$ cat src/occ_pkg.sv
// Constants, types and register layout of the output compare channel.
// Assumes a single 200 MHz clock domain and a plain strobe register port.
//
// What this block does
// - Middle control bits read zero, ignore writes.
// - Fault flag set by fault, control write clears.
// - Timebase select: one picks second timebase.
// - Mode 111: PWM with fault input active.
// - Mode 110: PWM, fault input ignored.
// - Mode 101: start low, continuous pulses.
// - Mode 100: start low, one pulse.
// - Mode 011: each compare toggles pin.
// - Mode 010: start high, compare drives low.
// - Mode 001: start low, compare drives high.
// - Mode 000: channel disabled, pin idle.
// - Idle-stop bit halts channel in idle.
`default_nettype none
package occ_pkg;
    localparam int unsigned ADDR_W = 4;
    localparam int unsigned DATA_W = 16;
    // Register offsets
    localparam logic [3:0] OFF_CTRL = 4'h0;
    localparam logic [3:0] OFF_CMP_PRI = 4'h1;
    localparam logic [3:0] OFF_CMP_SEC = 4'h2;
    localparam logic [3:0] OFF_IRQ_STAT = 4'h3;
    localparam logic [3:0] OFF_IRQ_MASK = 4'h4;
    // Control field positions
    localparam int unsigned POS_IDLE_STOP = 13;
    localparam int unsigned POS_FAULT = 4;
    localparam int unsigned POS_TSEL = 3;
    localparam int unsigned POS_MODE = 0;
    // Reset values
    localparam logic [15:0] RST_CTRL = 16'h0000;
    localparam logic [15:0] RST_CMP = 16'h0000;
    localparam logic [1:0] RST_IRQ = 2'h0;
    // Interrupt status bits
    localparam int unsigned IRQ_CMP = 0;
    localparam int unsigned IRQ_FAULT = 1;

    typedef enum logic [2:0] {
        OCC_MODE_OFF = 3'h0,
        OCC_MODE_SET = 3'h1,
        OCC_MODE_CLR = 3'h2,
        OCC_MODE_TOG = 3'h3,
        OCC_MODE_ONE = 3'h4,
        OCC_MODE_CONT = 3'h5,
        OCC_MODE_PWM = 3'h6,
        OCC_MODE_PWMF = 3'h7
    } occ_mode_t;

    typedef struct packed {
        logic idle_stop_control;
        logic timebase_select;
        occ_mode_t channel_mode_field;
    } occ_ctrl_t;

    typedef struct packed {
        logic [ADDR_W-1:0] addr;
        logic [DATA_W-1:0] wdata;
        logic wr;
        logic rd;
    } occ_bus_req_t;
endpackage : occ_pkg
`default_nettype wire

$ cat src/occ_cmp_mem.sv
// Two-word compare value store with registered read data.
// Assumes a write and the word select come from the same clock domain.
`default_nettype none
module occ_cmp_mem
    import occ_pkg::*;
(
    input wire logic clk,
    input wire logic resetn,
    input wire logic ce,
    input wire logic wr_en,
    input wire logic wr_sel,
    input wire logic [DATA_W-1:0] wr_data,
    output logic [DATA_W-1:0] pri_q,
    output logic [DATA_W-1:0] sec_q
);
    // Primary and secondary compare words
    always_ff @(posedge clk or negedge resetn) begin
        if (!resetn) begin
            pri_q <= RST_CMP;
            sec_q <= RST_CMP;
        end else if (ce && wr_en) begin
            if (wr_sel) begin
                sec_q <= wr_data;
            end else begin
                pri_q <= wr_data;
            end
        end
    end
endmodule : occ_cmp_mem
`default_nettype wire

$ cat src/occ_channel.sv
// Output compare channel: control register, compare logic, pin and irq.
// Assumes timer counts arrive from logic on the same clock; the fault pin
// and idle indication are asynchronous and get synchronised here.
//
// Decided for this implementation: strobed register access and the address map.
`default_nettype none
module occ_channel
    import occ_pkg::*;
(
    input wire logic clk,
    input wire logic resetn,
    input wire logic ce,
    input wire logic [ADDR_W-1:0] addr,
    input wire logic [DATA_W-1:0] wdata,
    input wire logic wr,
    input wire logic rd,
    output logic [DATA_W-1:0] rdata,
    input wire logic [15:0] first_timebase_count,
    input wire logic [15:0] second_timebase_count,
    input wire logic idle_mode,
    input wire logic fault_n,
    output logic compare_output_pin,
    output logic irq
);
    occ_ctrl_t ctrl_q;
    logic pwm_fault_flag_q;
    logic [1:0] irq_stat_q;
    logic [1:0] irq_mask_q;
    logic [DATA_W-1:0] rdata_q;
    logic pin_q;
    logic irq_q;
    logic one_done_q;
    logic [15:0] count_prev_q;
    logic [1:0] fault_sync_q;
    logic [1:0] idle_sync_q;
    logic [DATA_W-1:0] cmp_pri;
    logic [DATA_W-1:0] cmp_sec;
    logic [15:0] count;
    logic run;
    logic hit_pri;
    logic hit_sec;
    logic fault_now;
    logic ctrl_wr;
    logic pwm_mode;

    // Register field packing for reads
    function automatic logic [DATA_W-1:0] pack_ctrl(input occ_ctrl_t c,
                                                    input logic flt);
        logic [DATA_W-1:0] v;
        v = '0;
        v[POS_IDLE_STOP] = c.idle_stop_control;
        v[POS_FAULT] = flt;
        v[POS_TSEL] = c.timebase_select;
        v[POS_MODE +: 3] = c.channel_mode_field;
        return v;
    endfunction : pack_ctrl

    occ_cmp_mem u_mem (
        .clk(clk),
        .resetn(resetn),
        .ce(ce),
        .wr_en(wr && (addr == OFF_CMP_PRI || addr == OFF_CMP_SEC)),
        .wr_sel(addr == OFF_CMP_SEC),
        .wr_data(wdata),
        .pri_q(cmp_pri),
        .sec_q(cmp_sec)
    );

    // Two-flop synchronisers for fault pin and idle indication
    always_ff @(posedge clk or negedge resetn) begin
        if (!resetn) begin
            fault_sync_q <= 2'h0;
            idle_sync_q <= 2'h0;
        end else if (ce) begin
            fault_sync_q <= {fault_sync_q[0], ~fault_n};
            idle_sync_q <= {idle_sync_q[0], idle_mode};
        end
    end

    // Timebase choice, run gate and compare detection
    assign count = ctrl_q.timebase_select ? second_timebase_count
                                          : first_timebase_count;
    assign run = !(ctrl_q.idle_stop_control && idle_sync_q[1]);
    assign ctrl_wr = wr && (addr == OFF_CTRL);
    // Hit only when count reaches the value, not while it sits there
    assign hit_pri = run && (count == cmp_pri)
                     && (count_prev_q != cmp_pri);
    assign hit_sec = run && (count == cmp_sec)
                     && (count_prev_q != cmp_sec);
    assign pwm_mode = ctrl_q.channel_mode_field == OCC_MODE_PWM
                      || ctrl_q.channel_mode_field == OCC_MODE_PWMF;
    assign fault_now = run && fault_sync_q[1]
                       && ctrl_q.channel_mode_field == OCC_MODE_PWMF;

    // Previous count for edge-style equality detection
    always_ff @(posedge clk or negedge resetn) begin
        if (!resetn) begin
            count_prev_q <= 16'h0000;
        end else if (ce) begin
            count_prev_q <= count;
        end
    end

    // Control register; middle bits are simply never stored
    always_ff @(posedge clk or negedge resetn) begin
        if (!resetn) begin
            ctrl_q.idle_stop_control <= RST_CTRL[POS_IDLE_STOP];
            ctrl_q.timebase_select <= RST_CTRL[POS_TSEL];
            ctrl_q.channel_mode_field <= occ_mode_t'(RST_CTRL[POS_MODE +: 3]);
        end else if (ce && ctrl_wr) begin
            ctrl_q.idle_stop_control <= wdata[POS_IDLE_STOP];
            ctrl_q.timebase_select <= wdata[POS_TSEL];
            ctrl_q.channel_mode_field <= occ_mode_t'(wdata[POS_MODE +: 3]);
        end
    end

    // Fault flag: set by fault, cleared by a control register write; set wins over clear
    always_ff @(posedge clk or negedge resetn) begin
        if (!resetn) begin
            pwm_fault_flag_q <= 1'b0;
        end else if (ce) begin
            if (fault_now) begin
                pwm_fault_flag_q <= 1'b1;
            end else if (ctrl_wr) begin
                pwm_fault_flag_q <= 1'b0;
            end
        end
    end

    // Single-pulse completion tracker
    always_ff @(posedge clk or negedge resetn) begin
        if (!resetn) begin
            one_done_q <= 1'b0;
        end else if (ce) begin
            if (ctrl_wr) begin
                one_done_q <= 1'b0;
            end else if (ctrl_q.channel_mode_field == OCC_MODE_ONE
                         && pin_q && hit_sec) begin
                one_done_q <= 1'b1;
            end
        end
    end

    // Output pin behaviour per mode
    always_ff @(posedge clk or negedge resetn) begin
        if (!resetn) begin
            pin_q <= 1'b0;
        end else if (ce) begin
            if (ctrl_wr) begin
                // Initial level on (re)programming
                case (occ_mode_t'(wdata[POS_MODE +: 3]))
                    OCC_MODE_CLR: pin_q <= 1'b1;
                    OCC_MODE_TOG: pin_q <= pin_q;
                    default: pin_q <= 1'b0;
                endcase
            end else if (pwm_fault_flag_q || fault_now) begin
                pin_q <= 1'b0;
            end else begin
                case (ctrl_q.channel_mode_field)
                    OCC_MODE_OFF: pin_q <= 1'b0;
                    OCC_MODE_SET: begin
                        if (hit_pri) begin
                            pin_q <= 1'b1;
                        end
                    end
                    OCC_MODE_CLR: begin
                        if (hit_pri) begin
                            pin_q <= 1'b0;
                        end
                    end
                    OCC_MODE_TOG: begin
                        if (hit_pri) begin
                            pin_q <= ~pin_q;
                        end
                    end
                    OCC_MODE_ONE: begin
                        if (hit_pri && !one_done_q && !pin_q) begin
                            pin_q <= 1'b1;
                        end else if (hit_sec && pin_q) begin
                            pin_q <= 1'b0;
                        end
                    end
                    OCC_MODE_CONT, OCC_MODE_PWM, OCC_MODE_PWMF: begin
                        // rise on primary, fall on secondary
                        if (hit_pri) begin
                            pin_q <= 1'b1;
                        end else if (hit_sec) begin
                            pin_q <= 1'b0;
                        end
                    end
                    default: pin_q <= 1'b0;
                endcase
            end
        end
    end

    // Sticky interrupt status; read clears, set wins over clear
    always_ff @(posedge clk or negedge resetn) begin
        if (!resetn) begin
            irq_stat_q <= RST_IRQ;
        end else if (ce) begin
            if (rd && addr == OFF_IRQ_STAT) begin
                irq_stat_q <= 2'h0;
            end
            if (hit_pri && ctrl_q.channel_mode_field != OCC_MODE_OFF
                && !pwm_mode) begin
                irq_stat_q[IRQ_CMP] <= 1'b1;
            end else if (hit_pri && pwm_mode) begin
                irq_stat_q[IRQ_CMP] <= 1'b1;
            end
            if (fault_now) begin
                irq_stat_q[IRQ_FAULT] <= 1'b1;
            end
        end
    end

    // Interrupt mask register
    always_ff @(posedge clk or negedge resetn) begin
        if (!resetn) begin
            irq_mask_q <= RST_IRQ;
        end else if (ce && wr && addr == OFF_IRQ_MASK) begin
            irq_mask_q <= wdata[1:0];
        end
    end

    // Registered interrupt output
    always_ff @(posedge clk or negedge resetn) begin
        if (!resetn) begin
            irq_q <= 1'b0;
        end else if (ce) begin
            irq_q <= |(irq_stat_q & irq_mask_q);
        end
    end

    // Read data, valid the cycle after the read strobe
    always_ff @(posedge clk or negedge resetn) begin
        if (!resetn) begin
            rdata_q <= '0;
        end else if (ce) begin
            rdata_q <= '0;
            if (rd) begin
                case (addr)
                    OFF_CTRL: rdata_q <= pack_ctrl(ctrl_q,
                                                   pwm_fault_flag_q);
                    OFF_CMP_PRI: rdata_q <= cmp_pri;
                    OFF_CMP_SEC: rdata_q <= cmp_sec;
                    OFF_IRQ_STAT: rdata_q <= {14'h0000, irq_stat_q};
                    OFF_IRQ_MASK: rdata_q <= {14'h0000, irq_mask_q};
                    default: rdata_q <= '0;
                endcase
            end
        end
    end

    assign rdata = rdata_q;
    assign compare_output_pin = pin_q;
    assign irq = irq_q;
endmodule : occ_channel
`default_nettype wire

$ cat config.mk
export PLATFORM = sky130hd
export DESIGN_NAME = occ_channel
export DESIGN_NICKNAME = d
export VERILOG_FILES = /design/src/occ_pkg.sv /design/src/occ_cmp_mem.sv /design/src/occ_channel.sv
export SDC_FILE = /design/constraint.sdc
export NUM_CORES = 1
export LEC_CHECK = 0
export BUFFER_PORTS_ARGS = -buffer_cell sky130_fd_sc_hd__buf_4
export CAP_MARGIN = 25
export CELL_PAD_IN_SITES_DETAIL_PLACEMENT = 1
export CELL_PAD_IN_SITES_GLOBAL_PLACEMENT = 1
export CORE_MARGIN = 1
export CORE_UTILIZATION = 30
export DETAILED_ROUTE_END_ITERATION = 8
export GPL_TIMING_DRIVEN = 0
export PLACE_DENSITY = 0.66
export SLEW_MARGIN = 20
export SYNTH_ARGS = -nofsm -noshare
export SYNTH_HDL_FRONTEND = slang
export SYNTH_SLANG_ARGS = --single-unit
$ cat constraint.sdc
create_clock -name clk -period 2.3 [get_ports clk]
set_input_delay 0.115 -clock clk [delete_from_list [all_inputs] [get_ports clk]]
set_output_delay 0.115 -clock clk [all_outputs]
set_load 0.03 [all_outputs]
# Word-level counts from Yosys, hierarchy flattened
# Index checks and enable logic that the tools add are counted.
# word_totals
reg_bits	81
in_bits	59
output_inout_bits	18
elab_cells	110
# op_classes
eq_ne	23
muxes	22
bitwise	4
reduce_logical	45
# ops
op	n
case mux 16 bit (5 select lines)	1
equality test 16 bit	2
2-to-1 mux 16 bit	2
!= test 16 bit	2
logical AND 1 bit	22
2-to-1 mux 1 bit	16
equality test 3 x 2 -> 1 bit (second input constant)	4
equality test 3 bit (second input constant)	4
!= test 4 bit (second input constant)	3
AND reduction 2 bit	6
equality test 4 x 2 -> 1 bit (second input constant)	2
AND reduction 7 bit	1
case mux 1 bit (6 select lines)	1
nonzero test 2 bit	3
nonzero test 3 bit	2
!= test 5 x 2 -> 1 bit (second input constant)	1
!= test 5 bit (second input constant)	1
equality test 4 x 1 -> 1 bit (second input constant)	1
equality test 4 x 3 -> 1 bit (second input constant)	1
zero test 1 bit	4
zero test 4 bit	1
equality test 3 x 1 -> 1 bit (second input constant)	1
zero test 3 bit	1
logical OR 1 bit	3
7 further kinds	9

# Longest topological paths before layout
# Gate-level depths: netlist (run 1).
# logic_depth
word_depth	10
ltp_mapped	10
mapped_depth_nobuf	8

# Hierarchy
# A second synthesis (run 1) with hierarchy kept.
# unflattened
cells_unflattened	381
hier_area_um2	4421.7
# modules_own_cells
module	instances	cells_per_inst	area_per_inst_um2	seq_area_each_um2
occ_channel	1	313	3125.5	1226.2
occ_cmp_mem	1	68	1296.2	800.8

# Worst setup path after synthesis (run 1)
# Ideal clock, no wire load.
# synth_path
path_kind	register to register
from	register ctrl_q[3] (netlist name)
to	register pin_q (netlist: compare_output_pin)
setup_ps	124
arrival_ps	1851
required_time_ps	2176
setup_slack_ps	325
stages_incl_launch_ff	11
n_path_buf	2
period_less_slack_ps	1975
cell_sequence	dfrtp_1 -> buf_6 -> buf_12 -> mux2i_4 -> xnor2_1 -> nor4_1 -> nand2_1 -> nor3_2 -> nand4bb_1 -> o211ai_1 -> o2bb2ai_1
# synth_via
elab_chain_len	10
word_cells_on_any_way	21
classes_between	eq/ne: 7; mux: 6; reduce/logical: 8
# synth_lines
item	line	rtl
start: declaration	occ_channel.sv:25	occ_ctrl_t ctrl_q;
2-to-1 mux 16 bit (*)	occ_channel.sv:81	assign count = ctrl_q.timebase_select ? second_timebase_count
equality test 16 bit	occ_channel.sv:86	assign hit_pri = run && (count == cmp_pri)
logical AND 1 bit	occ_channel.sv:86	
logical AND 1 bit	occ_channel.sv:87	&& (count_prev_q != cmp_pri);
logical AND 1 bit (2 in series)	occ_channel.sv:177	if (hit_pri && !one_done_q && !pin_q) begin
2-to-1 mux 1 bit	occ_channel.sv:177	
case mux 1 bit (6 select lines)	occ_channel.sv:159	case (ctrl_q.channel_mode_field)
2-to-1 mux 1 bit	occ_channel.sv:156	end else if (pwm_fault_flag_q || fault_now) begin
2-to-1 mux 1 bit	occ_channel.sv:149	if (ctrl_wr) begin
end signal: assignment	occ_channel.sv:153	OCC_MODE_TOG: pin_q <= pin_q;
end signal: assignment	occ_channel.sv:173	pin_q <= ~pin_q;
end: declaration	occ_channel.sv:30	logic pin_q;
# Mark *: on every way between the ends. The rest lies on a longest branch, timed or not.
# A chain may end at the register's enable or synchronous reset.

# Worst setup path after layout (run 1)
# Same ends and word-level chain as after synthesis.

==> impl_summary.log, run 1 <==
INFO  metric outcome = finished, violations left
INFO  metric failing_checks = negative setup slack
INFO  metric clk_latency = 350 ps
INFO  metric hold_viol_final = 0
INFO  metric dp_hpwl = a little under 10 mm
INFO  metric fin_worst_skew = 5.90 ps
INFO  metric drt_first_iter_violations = 230
INFO  metric cts_made_buffers = 9
INFO  metric comb_power_share = 0.269
INFO  metric cp_data_arrival_time = between 2000 and 3000 ps
INFO  metric synth.most_common_cell = sky130_fd_sc_hd__dfrtp_1
INFO  metric switching_power = 1450 uW
INFO  metric rows = 43
INFO  metric dieArea = 15000 um^2
INFO  metric synth_top_family_by_area = multiplexers
INFO  metric cp.buffers_inverters = 3
INFO  metric grt_pass1_vias = 3715
INFO  metric yosys.area_share.adder = 0
INFO  metric netlist_top_cells_area = sky130_fd_sc_hd__dfrtp_1 (47%), sky130_fd_sc_hd__mux2_2 (11%), sky130_fd_sc_hd__xor2_1 (6.7%), sky130_fd_sc_hd__xnor2_1 (6.3%), sky130_fd_sc_hd__mux2i_4 (3.1%)
INFO  metric worst-setup-path-type = reg -> reg
INFO  metric synthDominantAreaCellType = sky130_fd_sc_hd__dfrtp_1
INFO  metric postRouteAntennaNets = 0
INFO  metric critPathRequiredTime = roughly 2500 ps
INFO  metric power.clock.fraction = 0.331
INFO  metric gp_routability_congestion = between 0.8 and 0.9
INFO  metric grt_total_ovfl = 0
INFO  metric yosys_register_bits = 81
INFO  metric numClockSinks = 81
INFO  metric critical-path-slowest-cell = sky130_fd_sc_hd__dfrtp_2
INFO  metric intPower = 3270 uW
INFO  metric tightestPinTransition = 839 ps
INFO  metric fin_area = slightly below 6000 um^2
INFO  metric yosysWarningCount = 0
INFO  metric worst_path_largest_cell_delay = 430 ps
INFO  metric grt_max_degree = 82
INFO  metric report.final.slew_viol_count = 0
INFO  metric placedCellCount = 639
INFO  metric family_with_the_most_delay_on_the_worst_path = simple AND/OR/NAND/NOR gates
INFO  metric synth_async_sr_flop_share = 1.00
INFO  metric worst_path_most_repeated_cell = sky130_fd_sc_hd__buf_12
INFO  metric grt_antenna_before_repair = 0
INFO  metric count_of_vias_placed_by_the_detailed_router = 3458
INFO  metric synth_top_cell_area_share = 0.467
INFO  metric critPathLaunchType = flop
INFO  metric cts_max_level = 3
INFO  metric syn_to_final_growth = 33.1%
INFO  metric grt_setup_unrepaired = yes
INFO  metric synth.area.mux_share = 0.173
INFO  metric dpl_worst_slack = -188 ps
INFO  metric power.sequential.fraction = 0.401
INFO  metric start_util = 0.310
INFO  metric worstSetupEndpointType = flop
INFO  metric synthesis.area_per_instance = about 11 um^2
INFO  metric power.share.switching = 0.307
INFO  metric synth_fp_nets = 444
INFO  metric drc = 0
INFO  metric post_synth_most_frequent_cells = sky130_fd_sc_hd__dfrtp_1 (81), sky130_fd_sc_hd__mux2_2 (41), sky130_fd_sc_hd__xor2_1 (33), sky130_fd_sc_hd__xnor2_1 (31), sky130_fd_sc_hd__nor2_1 (23)
INFO  metric clkTransAtPathRegs = 60 ps
INFO  metric wire_length_of_the_first_global_routing_pass = 21.1 mm
INFO  metric fin_crit_sh = 1.07
INFO  metric critical_path.max_fanout = 6
INFO  metric mappedNetlistArea = 4340 um^2
INFO  metric post-route-worst-setup-slack = -163 ps
INFO  metric port_buffers = 74
INFO  metric timing.max_cap.violations = 0
INFO  metric pin_count = 77
INFO  metric cts_tree = yes
INFO  metric average_wire_length_per_cell_after_detail_routing = 20.6 um
INFO  metric edff_count_synth = 0
INFO  metric root_buffer = sky130_fd_sc_hd__clkbuf_16
INFO  metric finalNonFillerCells = 670
INFO  metric powerDensity = roughly 800 nW/um^2
INFO  metric die_width = 122 um
INFO  metric num-nets-final = 544
INFO  metric die_height = 122 um
INFO  metric synthXorXnorAreaFrac = 0.129
INFO  metric fin_util = 0.413
INFO  metric max_clock_freq = 406 MHz
INFO  metric dominantRegCellSynth = sky130_fd_sc_hd__dfrtp_1
INFO  metric synth_cells = around 390
INFO  metric fill_cells = 1535
INFO  metric vdd_drop_max = about 0.0004 V
INFO  metric placed_cell_area = 5120 um^2
INFO  metric static_power_due_to_leakage = 0.00242 uW
INFO  metric fin_crit = 2460 ps
INFO  metric relSlewSlack = 0.439
INFO  metric detailed_routing_iterations_pass_1 = 4
INFO  metric drt-vias-per-instance = 5.16
INFO  metric timing.critical_path.cells = buf_12, buf_16, buf_12, mux2i_4, xnor2_1, nor4_1, nand2_2, nor3_2, nand4bb_1, o211ai_1, o2bb2ai_1
INFO  metric yosys.area_share.simple = 0.0954
INFO  metric grtUsageTotal = 0.193
INFO  metric finalWirelength = 13.8 mm
INFO  metric synth.distinct_cells = 41
INFO  metric core-area = approximately 14000 um^2
INFO  metric clock_tree.buffer_depth = 2
INFO  metric compound_gate_portion_of_the_synthesized_area = 0.0974
INFO  metric report.final.setup_viol = 2
INFO  metric hp-class = in -> reg
INFO  metric num_antenna_cells = 0
INFO  metric synth-seq-area-share = 0.467
INFO  metric layout_cell_share_with_drive_strength_beyond_1 = 0.355
metrics by stage:
stage          power [uW]  setup TNS, ps  hold slack [ps]
5_1_grt              4920           -403             15.6
3_5_place_dp         2960           -967              299
4_1_cts              4590          -42.7             2.71
2_1_floorplan        2550              0             -181
6_report             4720           -210             2.00
3_3_place_gp         2910           -109              295
flip-flops by register name, indices dropped and copies added (netlist names), 2 cells and up:
signal,cells
u_mem.pri_q,16
u_mem.sec_q,16
irq_mask_q,2
fault_sync_q,2
irq_stat_q,2
rdata,16
idle_sync_q,2
ctrl_q,5
count_prev_q,16
cells in the final DEF (no fill, tap or decap), types with 3 or more instances in the layout:
master                      count
sky130_fd_sc_hd__nor2_1        23
sky130_fd_sc_hd__clkbuf_8       5
sky130_fd_sc_hd__nand2_1       14
sky130_fd_sc_hd__clkbuf_1      12
sky130_fd_sc_hd__mux2_2        41
sky130_fd_sc_hd__nand3_1        5
sky130_fd_sc_hd__mux2i_4       15
sky130_fd_sc_hd__xnor2_1       30
sky130_fd_sc_hd__nor4_2         3
sky130_fd_sc_hd__clkbuf_16     10
sky130_fd_sc_hd__nor4_1        14
sky130_fd_sc_hd__buf_12         4
sky130_fd_sc_hd__a21oi_1       17
sky130_fd_sc_hd__o21ai_0        6
sky130_fd_sc_hd__inv_1         19
sky130_fd_sc_hd__buf_2          4
sky130_fd_sc_hd__a22oi_1       12
sky130_fd_sc_hd__a222oi_1       4
sky130_fd_sc_hd__dfrtp_1       80
sky130_fd_sc_hd__xor2_1        33
sky130_fd_sc_hd__mux2i_1        4
sky130_fd_sc_hd__and3_1         4
sky130_fd_sc_hd__o22ai_1       16
sky130_fd_sc_hd__nand4_1        4
sky130_fd_sc_hd__buf_4         81
routing by layer:
metal,global-route usage,share of wire,up-vias
li1,-,-,1581
met1,0.253,0.44,1754
met2,0.311,0.49,107
met3,0.0297,0.053,16
met4,0.0899,0.019,0
met5,0,0,-
final timing paths:
| kind | from | end | slack, ps | cells after the start |
|---|---|---|---|---|
| min in group asynchronous | resetn | irq_mask_q[0] | 390 | 2 |
| setup reg to reg | ctrl_q[3] | compare_output_pin | -160 | 11 |
| max in group asynchronous | resetn | ctrl_q[3] | 1360 | 2 |
| hold / removal | idle_mode | idle_sync_q[0] | 2 | 2 |
| hold reg to reg | idle_sync_q[1] | idle_sync_q[1] | 510 | 1 |
| setup / recovery | ctrl_q[3] | compare_output_pin | -160 | 11 |
repair_timing:
action,4_1_cts,5_1_grt
resized for setup,11,16
setup endpoints to repair,2,2
hold buffers,1,1
pin swaps,5,10
hold endpoints to repair,1,81
gates cloned,0,1
buffers inserted,4,8
cell families (layout without fill, tap and decap cells):
family | after synthesis | count (layout)
compound gates | 65 | 65
xor+xnor | 64 | 64
buf+inv | 37 | 142
flops | 81 | 81
mux | 60 | 60
simple gates | 78 | 78
power groups by stage:
stage / registers [uW] / clock network (uW) / logic (uW)
2_1_floorplan: 1840 / 0 / 710
3_3_place_gp: 1880 / 0 / 1030
3_5_place_dp: 1900 / 0 / 1060
4_1_cts: 1880 / 1590 / 1120
5_1_grt: 1920 / 1640 / 1370
6_report: 1890 / 1560 / 1270
cell type report:
type | count | area (um^2) | area share
Buffer | 18 | 113 | 0.0195
Clock buffer | 15 | 298 | 0.0515
Clock inverter | 1 | 30.0 | 0.00520
Inverter | 19 | 71.3 | 0.0123
Multi-Input combinational cell | 267 | 2280 | 0.394
Sequential cell | 81 | 2030 | 0.351
Tap cell | 180 | 225 | 0.0390
Timing Repair Buffer | 89 | 736 | 0.127
Note: power is estimated with default switching activity, not from simulation.
==> run 2, diff against run 1 <==
==> constraint.sdc (replaced) <==
create_clock -name clk -period 2.3 [get_ports clk]
set_input_delay 0.23 -clock clk [delete_from_list [all_inputs] [get_ports clk]]
set_output_delay 0.23 -clock clk [all_outputs]
set_load 0.03 [all_outputs]
==> impl_summary.log, run 2 (synthesis gave the netlist of run 1 again) <==
INFO  metric outcome = finished, violations left
INFO  metric failing_checks = negative setup slack
INFO  metric numClockSinks = 81 (unchanged)
INFO  metric max_clock_freq = 406 MHz (about the same)
INFO  metric clock_tree.buffer_depth = 2 (unchanged)
INFO  metric vdd_drop_max = 0.000405 V (-0.30%)
INFO  metric timing.reg2reg.worst_path_depth = 11 (unchanged)
INFO  metric finalNonFillerCells = 669 (-0.15%)
INFO  metric static_power_due_to_leakage = 0.00242 uW (-0.17%)
INFO  metric hp-class = in -> reg
INFO  metric report.final.setup_viol = 2 (unchanged)
INFO  metric postRouteAntennaNets = 0 (unchanged)
INFO  metric grt_setup_unrepaired = yes
INFO  metric grt_antenna_before_repair = 0 (unchanged)
INFO  metric grt_max_degree = 82 (unchanged)
INFO  metric timing.critical_path.cells = buf_12, buf_16, buf_12, mux2i_4, xnor2_1, nor4_1, nand2_2, nor3_2, nand4bb_1, o211ai_1, o2bb2ai_1
INFO  metric start_util = 0.310 (unchanged)
INFO  metric cts_max_level = 3 (unchanged)
INFO  metric average_wire_length_per_cell_after_detail_routing = 20.6 um (-0.10%)
INFO  metric hold-worst-slack = 55.2 ps (+53.2 ps)
INFO  metric num_antenna_cells = 0 (unchanged)
INFO  metric drt-vias-per-instance = 5.19 (+0.50%)
INFO  metric intPower = 3270 uW (about the same)
INFO  metric wire_length_of_the_first_global_routing_pass = 21.1 mm (unchanged)
INFO  metric cp.buffers_inverters = 3 (unchanged)
INFO  metric layout_cell_share_with_drive_strength_beyond_1 = 0.356 (+0.000726)
INFO  metric worstSetupEndpointType = flop
INFO  metric fin_worst_skew = 5.87 ps (-0.0340 ps)
INFO  metric syn_to_final_growth = 32.9%
INFO  metric core-area = 14000 um^2 (unchanged)
INFO  metric grt_pass1_vias = 3715 (unchanged)
INFO  metric cp_num_cells = 11 (unchanged)
INFO  metric die_height = 122 um (unchanged)
INFO  metric clkTransAtPathRegs = 60 ps (about the same)
INFO  metric finalWirelength = 13.8 mm (-0.25%)
INFO  metric drt_first_iter_violations = 191 (-17%)
INFO  metric drc = 0 (unchanged)
INFO  metric cp-endpoint = compare_output_pin
INFO  metric worst_path_largest_cell_delay = 430 ps (about the same)
INFO  metric dp_hpwl = 9.70 mm (unchanged)
INFO  metric worst_path_most_repeated_cell = sky130_fd_sc_hd__buf_12
INFO  metric tightestPinTransition = 828 ps (-11.4 ps)
INFO  metric num-nets-final = 543 (-0.18%)
INFO  metric hold_depth = 2 (unchanged)
INFO  metric hold_viol_final = 0 (unchanged)
INFO  metric port_buffers = 74 (unchanged)
INFO  metric timing.max_cap.violations = 0 (unchanged)
INFO  metric fin_crit = 2460 ps (-1.47 ps)
INFO  metric critical-path-slowest-cell = sky130_fd_sc_hd__dfrtp_2
INFO  metric cts_tree = yes
INFO  metric report.final.slew_viol_count = 0 (unchanged)
INFO  metric power.share.switching = 0.306 (-0.000513)
INFO  metric layout.cells.most_common_list = sky130_fd_sc_hd__buf_4 (81), sky130_fd_sc_hd__dfrtp_1 (80), sky130_fd_sc_hd__mux2_2 (41), sky130_fd_sc_hd__xor2_1 (33), sky130_fd_sc_hd__xnor2_1 (30)
INFO  metric pin_count = 77 (unchanged)
INFO  metric most_common_cell_after_layout_fill_and_taps_aside = sky130_fd_sc_hd__buf_4
INFO  metric family_with_the_most_delay_on_the_worst_path = simple AND/OR/NAND/NOR gates
INFO  metric worstReg2RegStart = ctrl_q[3]
INFO  metric power.sequential.fraction = 0.401 (about the same)
INFO  metric regArea = 2030 um^2 (unchanged)
INFO  metric gp_routability_congestion = 0.871 (unchanged)
INFO  metric grt_total_ovfl = 0 (unchanged)
INFO  metric die_width = 122 um (unchanged)
INFO  metric critical_path.max_fanout = 6 (unchanged)
INFO  metric power.clock.fraction = 0.331 (about the same)
INFO  metric root_buffer = sky130_fd_sc_hd__clkbuf_16
INFO  metric relSlewSlack = 0.447 (+0.00759)
INFO  metric powerDensity = 817 nW/um^2 (about the same)
INFO  metric critPathRequiredTime = 2530 ps (about the same)
INFO  metric detailed_routing_iterations_pass_1 = 7 (+3)
INFO  metric area_occupied_by_multi_input_gates = 2280 um^2 (unchanged)
INFO  metric fill_cells = 1535 (unchanged)
INFO  metric switching_power = 1440 uW (-0.27%)
INFO  metric comb_power_share = 0.268 (about the same)
INFO  metric fin_crit_sh = 1.07 (about the same)
INFO  metric setup_total_negative_slack = -218 ps (-7.79 ps)
INFO  metric cts_made_buffers = 9 (unchanged)
INFO  metric grtUsageTotal = 0.193 (unchanged)
INFO  metric worst-r2r-setup-slack = -160 ps (about the same)
INFO  metric dieArea = 15000 um^2 (unchanged)
INFO  metric rows = 43 (unchanged)
INFO  metric r2r_end = compare_output_pin
INFO  metric worst-setup-path-type = reg -> reg
INFO  metric cp_data_arrival_time = 2690 ps (about the same)
INFO  metric critPathLaunchType = flop
INFO  metric setup.worst_path.start = ctrl_q[3]
INFO  metric clk_latency = 350 ps (about the same)
INFO  metric placedCellCount = 639 (unchanged)
INFO  metric count_of_vias_placed_by_the_detailed_router = 3470 (+0.35%)
INFO  metric post-route-worst-setup-slack = -162 ps (+1.47 ps)
-- run 2: changes by cell type in the layout (fill, tap and decap cells not counted), sizes merged --
cell	previous run	this run
dlygate4sd3	2	1
-- run 2: cell type report --
type                       count  area share
timing repair buffer          88       0.126
clock buffer                  15      0.0516
multi-input combinational    267       0.395
sequential                    81       0.352
buffer                        18      0.0195
clock inverter                 1     0.00520
inverter                      19      0.0124
tap                          180      0.0390
-- run 2: worst register-to-register path, delay by kind of cell, from the launching register on --
family                 cells  cell delay (ps)
AO/OA/AOI/OAI              2              260
AND/OR/NAND/NOR            4              870
buffers and inverters      3              450
flip-flops                 1              430
multiplexers               1              200
XOR/XNOR                   1              130
-- run 2: layer usage --
metal  GRT usage  up-vias  wire (um)
met5           0        -          0
met3      0.0297       16        904
met2       0.311      125       6720
met1       0.253     1752       5880
li1            -     1577          -
met4      0.0899        0        257
-- run 2: what timing repair did --
item                                    4_1_cts  5_1_grt
buffers inserted                              4        8
gates resized for setup                      11       16
pin swaps                                     5       10
cloned                                        0        1
endpoints found under the setup margin        2        2
endpoints found under the hold margin         0        3
hold buffers                                  0        1
-- run 2: worst min-delay path by stage --
| stage | startpoint | endpoint |
|---|---|---|
| floorplan | resetn | compare_output_pin |
| CTS | fault_n | fault_sync_q[0] |
| global route | fault_n | fault_sync_q[0] |
| detailed placement | fault_n | fault_sync_q[0] |
| global placement | fault_n | fault_sync_q[0] |
| finish | fault_n | fault_sync_q[0] |
-- run 2: power by group through the flow --
stage	Clock (uW)	Sequential, uW	Combinational [uW]
after detailed placement	0	1900	1060
after global routing	1640	1920	1360
after floorplan	0	1840	710
after CTS	1590	1880	1120
final	1560	1890	1260
after global placement	0	1880	1030
-- run 2: through the flow --
step | total power (uW) | setup WS [ps] | util | instance area [um^2]
floorplan | 2550 | 325 | - | 4340
global placement | 2910 | -109 | 0.366 | 5120
detailed placement | 2960 | -188 | 0.366 | 5120
CTS | 4590 | -42.7 | 0.396 | 5540
global route | 4920 | -257 | 0.412 | 5770
finish | 4710 | -162 | 0.412 | 5770
